--- config.mk ---
export PLATFORM = sky130hd
export DESIGN_NAME = secure_mode_state_machine
export DESIGN_NICKNAME = d
export VERILOG_FILES = /design/src/secure_mode_pkg.sv /design/src/pc_range_check.sv /design/src/secure_mode_state_machine.sv
export SDC_FILE = /design/constraint.sdc
export NUM_CORES = 1
export LEC_CHECK = 0
export BUFFER_PORTS_ARGS = -buffer_cell sky130_fd_sc_hd__buf_4
export CAP_MARGIN = 0
export CORE_MARGIN = 4
export CORE_UTILIZATION = 37
export DETAILED_ROUTE_END_ITERATION = 10
export GPL_ROUTABILITY_DRIVEN = 0
export PLACE_DENSITY = 0.82
export SETUP_SLACK_MARGIN = 0.05
export SYNTH_ARGS = -nofsm -noshare
export SYNTH_HDL_FRONTEND = slang
export SYNTH_HIERARCHICAL = 1
export SYNTH_SLANG_ARGS = --single-unit
--- constraint.sdc ---
create_clock -name core_clk_in -period 1.9 [get_ports core_clk_in]
set_input_delay 0 -clock core_clk_in [delete_from_list [all_inputs] [get_ports core_clk_in]]
set_output_delay 0 -clock core_clk_in [all_outputs]
set_load 0.02 [all_outputs]
--- src/secure_mode_pkg.sv ---
// Package with constants and types of the secure mode state machine.
package secure_mode_pkg;

    // ----------------------------------------------------------------
    // Modes
    // ----------------------------------------------------------------
    typedef enum logic [1:0] {
        MODE_OPEN   = 2'h0,
        MODE_ENTRY  = 2'h1,
        MODE_SECURE = 2'h2
    } mode_type;

    // ----------------------------------------------------------------
    // Widths and address ranges
    // ----------------------------------------------------------------
    localparam int ADDR_WIDTH = 32;
    localparam int SWITCH_WIDTH = 8;
    localparam logic [31:0] FW_BASE = 32'hFFA1_0000;
    localparam logic [31:0] FW_LIMIT = 32'hFFA1_3FFF;

    // ----------------------------------------------------------------
    // Switch settings
    // ----------------------------------------------------------------
    localparam logic [7:0] SWITCH_OPEN = 8'h00;
    localparam logic [7:0] SWITCH_RESTRICTED = 8'hFF;

endpackage

--- src/pc_range_check.sv ---
// Program counter range comparator for the security firmware window.
`timescale 1ns/1ps
`default_nettype none
module pc_range_check (
    // Clock and reset
    input wire logic core_clk_in,
    input wire logic reset_n_in,
    // Program counter stream
    input wire logic pc_valid_in,
    input wire logic [31:0] pc_in,
    input wire logic enable_in,
    // Result
    output logic violation_out
);
    // Range comparison on a valid fetch.
    wire in_range = (pc_in >= secure_mode_pkg::FW_BASE) && (pc_in <= secure_mode_pkg::FW_LIMIT);
    wire next_violation = enable_in && pc_valid_in && !in_range;

    // Registered flag, one cycle after the offending fetch.
    always_ff @(posedge core_clk_in or negedge reset_n_in) begin
        if (!reset_n_in) begin
            violation_out <= 1'b0;
        end else begin
            violation_out <= next_violation;
        end
    end
endmodule
`default_nettype wire

--- src/secure_mode_state_machine.sv ---
// Three-mode security state machine that gates debug, DMA and private OTP.
// ----------------------------------------------------------------
// ----------------------------------------------------------------
`timescale 1ns/1ps
`default_nettype none
module secure_mode_state_machine (
    // Clock and reset
    input wire logic core_clk_in,
    input wire logic reset_n_in,
    // Firmware requests
    input wire logic entry_call_in,
    input wire logic digest_match_in,
    input wire logic digest_mismatch_in,
    // Program counter
    input wire logic pc_valid_in,
    input wire logic [31:0] pc_in,
    // Secure system switches
    input wire logic switch_write_in,
    input wire logic [7:0] switch_wdata_in,
    output logic [7:0] switch_out,
    // Access gates
    input wire logic dma_request_in,
    output logic dma_grant_out,
    input wire logic private_otp_request_in,
    output logic private_otp_grant_out,
    input wire logic public_otp_write_in,
    input wire logic public_otp_lock_in,
    output logic public_otp_write_grant_out,
    output logic public_otp_locked_out,
    // Test access port
    input wire logic tap_private_instr_in,
    output logic tap_private_enable_out,
    output logic emulator_enable_out,
    // Status
    output logic [1:0] mode_out,
    output logic auth_fail_out,
    output logic l1_copy_enable_out
);

    // ----------------------------------------------------------------
    // State
    // ----------------------------------------------------------------
    secure_mode_pkg::mode_type mode;
    secure_mode_pkg::mode_type next_mode;
    logic [7:0] switches;
    logic [7:0] next_switches;
    logic otp_locked;
    logic fail_flag;
    logic pc_violation;

    // Range checker flags a program counter outside the firmware window, only while in Secure Entry.
    pc_range_check range_check (
        .core_clk_in(core_clk_in),
        .reset_n_in(reset_n_in),
        .pc_valid_in(pc_valid_in),
        .pc_in(pc_in),
        .enable_in(mode == secure_mode_pkg::MODE_ENTRY),
        .violation_out(pc_violation)
    );

    // ----------------------------------------------------------------
    // Mode decoding
    // ----------------------------------------------------------------
    wire in_open = (mode == secure_mode_pkg::MODE_OPEN);
    wire in_entry = (mode == secure_mode_pkg::MODE_ENTRY);
    wire in_secure = (mode == secure_mode_pkg::MODE_SECURE);
    wire fail_event = in_entry && (pc_violation || digest_mismatch_in);

    // Next mode: an entry call is accepted only from Open Mode.
    always_comb begin
        next_mode = mode;
        unique case (mode)
            secure_mode_pkg::MODE_OPEN: begin
                if (entry_call_in) begin
                    next_mode = secure_mode_pkg::MODE_ENTRY;
                end
            end
            secure_mode_pkg::MODE_ENTRY: begin
                if (fail_event) begin
                    next_mode = secure_mode_pkg::MODE_OPEN;
                end else if (digest_match_in) begin
                    next_mode = secure_mode_pkg::MODE_SECURE;
                end
            end
            secure_mode_pkg::MODE_SECURE: begin
                next_mode = secure_mode_pkg::MODE_SECURE;
            end
            default: begin
                next_mode = secure_mode_pkg::MODE_OPEN;
            end
        endcase
    end

    // Switches follow the mode they are entering; only Secure lets code write them.
    always_comb begin
        next_switches = switches;
        if (next_mode == secure_mode_pkg::MODE_OPEN) begin
            next_switches = secure_mode_pkg::SWITCH_OPEN;
        end else if (in_open && next_mode == secure_mode_pkg::MODE_ENTRY) begin
            next_switches = secure_mode_pkg::SWITCH_RESTRICTED;
        end else if (in_secure && switch_write_in) begin
            next_switches = switch_wdata_in;
        end
    end

    // Mode and switch registers, reset into Open Mode.
    always_ff @(posedge core_clk_in or negedge reset_n_in) begin
        if (!reset_n_in) begin
            mode <= secure_mode_pkg::MODE_OPEN;
            switches <= secure_mode_pkg::SWITCH_OPEN;
        end else begin
            mode <= next_mode;
            switches <= next_switches;
        end
    end

    // Failure flag: set on failure, cleared by the next entry call.
    always_ff @(posedge core_clk_in or negedge reset_n_in) begin
        if (!reset_n_in) begin
            fail_flag <= 1'b0;
        end else if (fail_event) begin
            fail_flag <= 1'b1;
        end else if (in_open && entry_call_in) begin
            fail_flag <= 1'b0;
        end
    end

    // Public OTP lock is sticky until reset; this register only models the lock bit.
    always_ff @(posedge core_clk_in or negedge reset_n_in) begin
        if (!reset_n_in) begin
            otp_locked <= 1'b0;
        end else if (public_otp_lock_in) begin
            otp_locked <= 1'b1;
        end
    end

    // ----------------------------------------------------------------
    // Access gates
    // ----------------------------------------------------------------
    assign dma_grant_out = dma_request_in && !in_entry;
    assign private_otp_grant_out = private_otp_request_in && in_secure;
    assign public_otp_write_grant_out = public_otp_write_in && !otp_locked;
    assign tap_private_enable_out = tap_private_instr_in && in_open;
    assign emulator_enable_out = in_open;
    assign l1_copy_enable_out = in_secure;
    assign public_otp_locked_out = otp_locked;
    assign switch_out = switches;
    assign mode_out = mode;
    assign auth_fail_out = fail_flag;
endmodule
`default_nettype wire

==> metrics.yaml <==
logic_synthesis:
  synth_xor_area_share_pct: 0
  synth_top_family_by_area: "simple AND/OR/NAND/NOR gates"
  syn_area_um2: 706
  synth_compound_area_share_pct: 19.0
  synth-simple-area-share_pct: 33.3
  netlist_instances: 75
  syn-num-nets: 127
  avgSynthCellArea_um2: 9.41
  synth_cell_types: 27
  ys_ff_latch: 13
  ys_seq_area_share_pct: 46.1
  synthMuxAreaShare_pct: 0
  synth_fa_ha_area_share_pct: 0
  yosys_warnings: 6
power_and_ir_drop:
  leakage_nw: 0.660
  pwr-share-comb_pct: 56.9
  pwr-share-seq_pct: 31.9
  p_int_w: 0.000892
  power_density_nw_per_um2: 1130
  power_w: 0.00154
  ir_drop_v: 0.000604
  p_clk_share_pct: 11.2
  switchingPower_w: 0.000643
  swShare_pct: 41.9
timing:
  slew_headroom_pct: 74.4
  rsz0062_at_grt: "false"
  clock.fmax_mhz: 796
  worstMarginPinSlew_ns: 0.382
  hold_violations: 0
  finalSetupViolCount: 0
  post-route-period-util_pct: 66.1
  fin_setup_tns_ns: 0
  min_period_ns: 1.26
  drv_slew: 0
  clock_skew_ns: 0.00206
setup_path:
  worstPathCellList: "and2b_4, nor2b_1, buf_4"
  required_ns: 1.90
  cp_max_fo: 7
  arrival_ns: 1.26
  end_kind: "output pin"
  path_buf_inv: 1
  slowest_stage: "dfrtp_1"
  cpPeakStageDelay_ns: 0.45
  crit_family: "flip-flops"
  path_class: "flop to output pin"
  worst_setup_path_start_kind: "flop"
clock_network:
  cts_buffers: 3
  post_cts_resized: 0
  postCtsHoldBufs: 8
  cts_tree: "done"
  cts-root-buf: "clkbuf_4"
  cts_sinks: 13
  insertion_delay_ns: 0.27
  cts_setup_buffers: 0
  clockBufferDepth: 2
  htree_levels: 1
  path_clk_slew_ns: 0.08
die:
  row_count: 15
  die_h_um: 51.7
  ioPinCount: 70
  coreArea_um2: 1760
  start_util_pct: 40.0
  die_area_um2: 2670
  die_w_um: 51.7
cells_and_area:
  finalNonFillerCells: 180
  final_common_cell: "buf_4"
  num_antenna_cells: 0
  layout-drive-gt1-share_pct: 51.6
  final_nets: 208
  mostFrequentLayoutCells: "buf_4 (69), nand2_1 (18), dfrtp_1 (13)"
  area_delta_synth_final_pct: 91.8
grt:
  grt_max_degree: 14
  grt_pass1_wl_um: 4010
  first_global_vias: 984
  grt_overflow_total: 0
  track_usage_pct: 19.5
  antenna_found_initial: 0
drt:
  drt_iter0_drc: 10
  first_pass_iters: 4
  post-route-drc-count: 0
  viasPerCell: 4.97
  num_vias: 895
  wire_per_inst_um: 13.0
  wl_um: 2330
  ant_nets: 0
place:
  placedCellCount: 168
  hpwl_um: 1870
  portBuffers: 69
min_path:
  hold_class: "input pin to flop"
run:
  drv_cap: 0
run_status:
  status: "finished clean"
## path summary, 6_finish.rpt
kind	slack, ns	depth (start not counted)	from	endpoint
max	0.64	3	mode_out[1]$_DFF_PN0_	dma_grant_out
max reg2reg	0.68	3	mode_out[0]$_DFF_PN0_	switch_out[6]$_DFFE_PN0P_
min	0.002	3	switch_wdata_in[1]	switch_out[1]$_DFFE_PN0P_
min in group asynchronous	0.11	2	reset_n_in	switch_out[2]$_DFFE_PN0P_
min reg2reg	0.50	1	auth_fail_out$_DFFE_PN0P_	auth_fail_out$_DFFE_PN0P_
max in group asynchronous	1.63	2	reset_n_in	auth_fail_out$_DFFE_PN0P_
## tightest hold or removal path: stages
cell     delay, ns
buf_4         0.11
nand2_1       0.05
a31oi_1       0.07
## flip-flops by register name, indices dropped and copies added, names as in the netlist
| register | flops |
|---|---|
| public_otp_locked_out | 1 |
| range_check/violation_out | 1 |
| auth_fail_out | 1 |
| mode_out | 2 |
| switch_out | 8 |
## stage by stage
| step | instance area, um2 | hold WS (ns) | utilization, % | setup slack, ns |
|---|---|---|---|---|
| 2_1_floorplan | 706 | -0.296 | - | 0.509 |
| 3_3_place_gp | 1250 | -0.149 | 70.7 | 0.757 |
| 3_5_place_dp | 1250 | -0.147 | 70.7 | 0.683 |
| 4_1_cts | 1350 | 0.000505 | 76.7 | 0.635 |
| 5_1_grt | 1350 | 0.00378 | 76.7 | 0.564 |
| 6_report | 1350 | 0.00151 | 76.7 | 0.644 |
## cell families after synthesis
family | Yosys count
flip-flops | 13
AO/OA/AOI/OAI | 17
buffers and inverters | 2
AND/OR/NAND/NOR | 43
## cell usage after synthesis
library cell	instances	share of area, %
or2_2	1	0.89
nand2_2	1	0.89
nor4_2	1	1.8
and3b_1	1	1.2
inv_1	1	0.53
nand2_1	18	9.6
dfrtp_1	13	46
nor4_1	1	0.89
nor3_1	2	1.4
a21oi_2	1	1.2
a21o_1	1	1.1
and4bb_2	1	1.8
nor2b_1	3	2.7
nand4_1	5	4.4
and2b_4	1	1.4
a31o_1	2	2.5
nand3b_2	1	1.6
nor2_1	3	1.6
o21ai_0	1	0.71
o2bb2ai_1	1	1.2
a21oi_1	1	0.71
buf_4	1	1.1
a2bb2oi_4	1	3.7
o21ai_1	1	0.71
a31oi_1	8	7.1
nand3_1	2	1.4
and2_1	2	1.8
## metal layers
layer	track usage, %	vias to the layer above	wire [um]
li1	-	439	-
met4	3.93	0	0
met5	0	-	0
met1	21.5	401	905
met3	4.30	0	276
met2	37.5	55	1150
## power groups by stage
stage | clock (W) | combinational (W) | sequential, W
after global routing | 0.000194 | 0.000942 | 0.000503
after detailed placement | 0 | 0.000864 | 0.000494
after floorplan | 0 | 0.000338 | 0.000624
after CTS | 0.000175 | 0.000880 | 0.000488
after global placement | 0 | 0.000850 | 0.000485
final | 0.000172 | 0.000874 | 0.000489
## cell type report
type,count,area (um2)
inverters,1,3.75
clock buffers,4,26.3
fillers,139,410
repair buffers,77,598
multi-input cells,60,369
flip-flops and latches,13,325
well taps,25,31.3
Power figures use the tool's default switching activity.
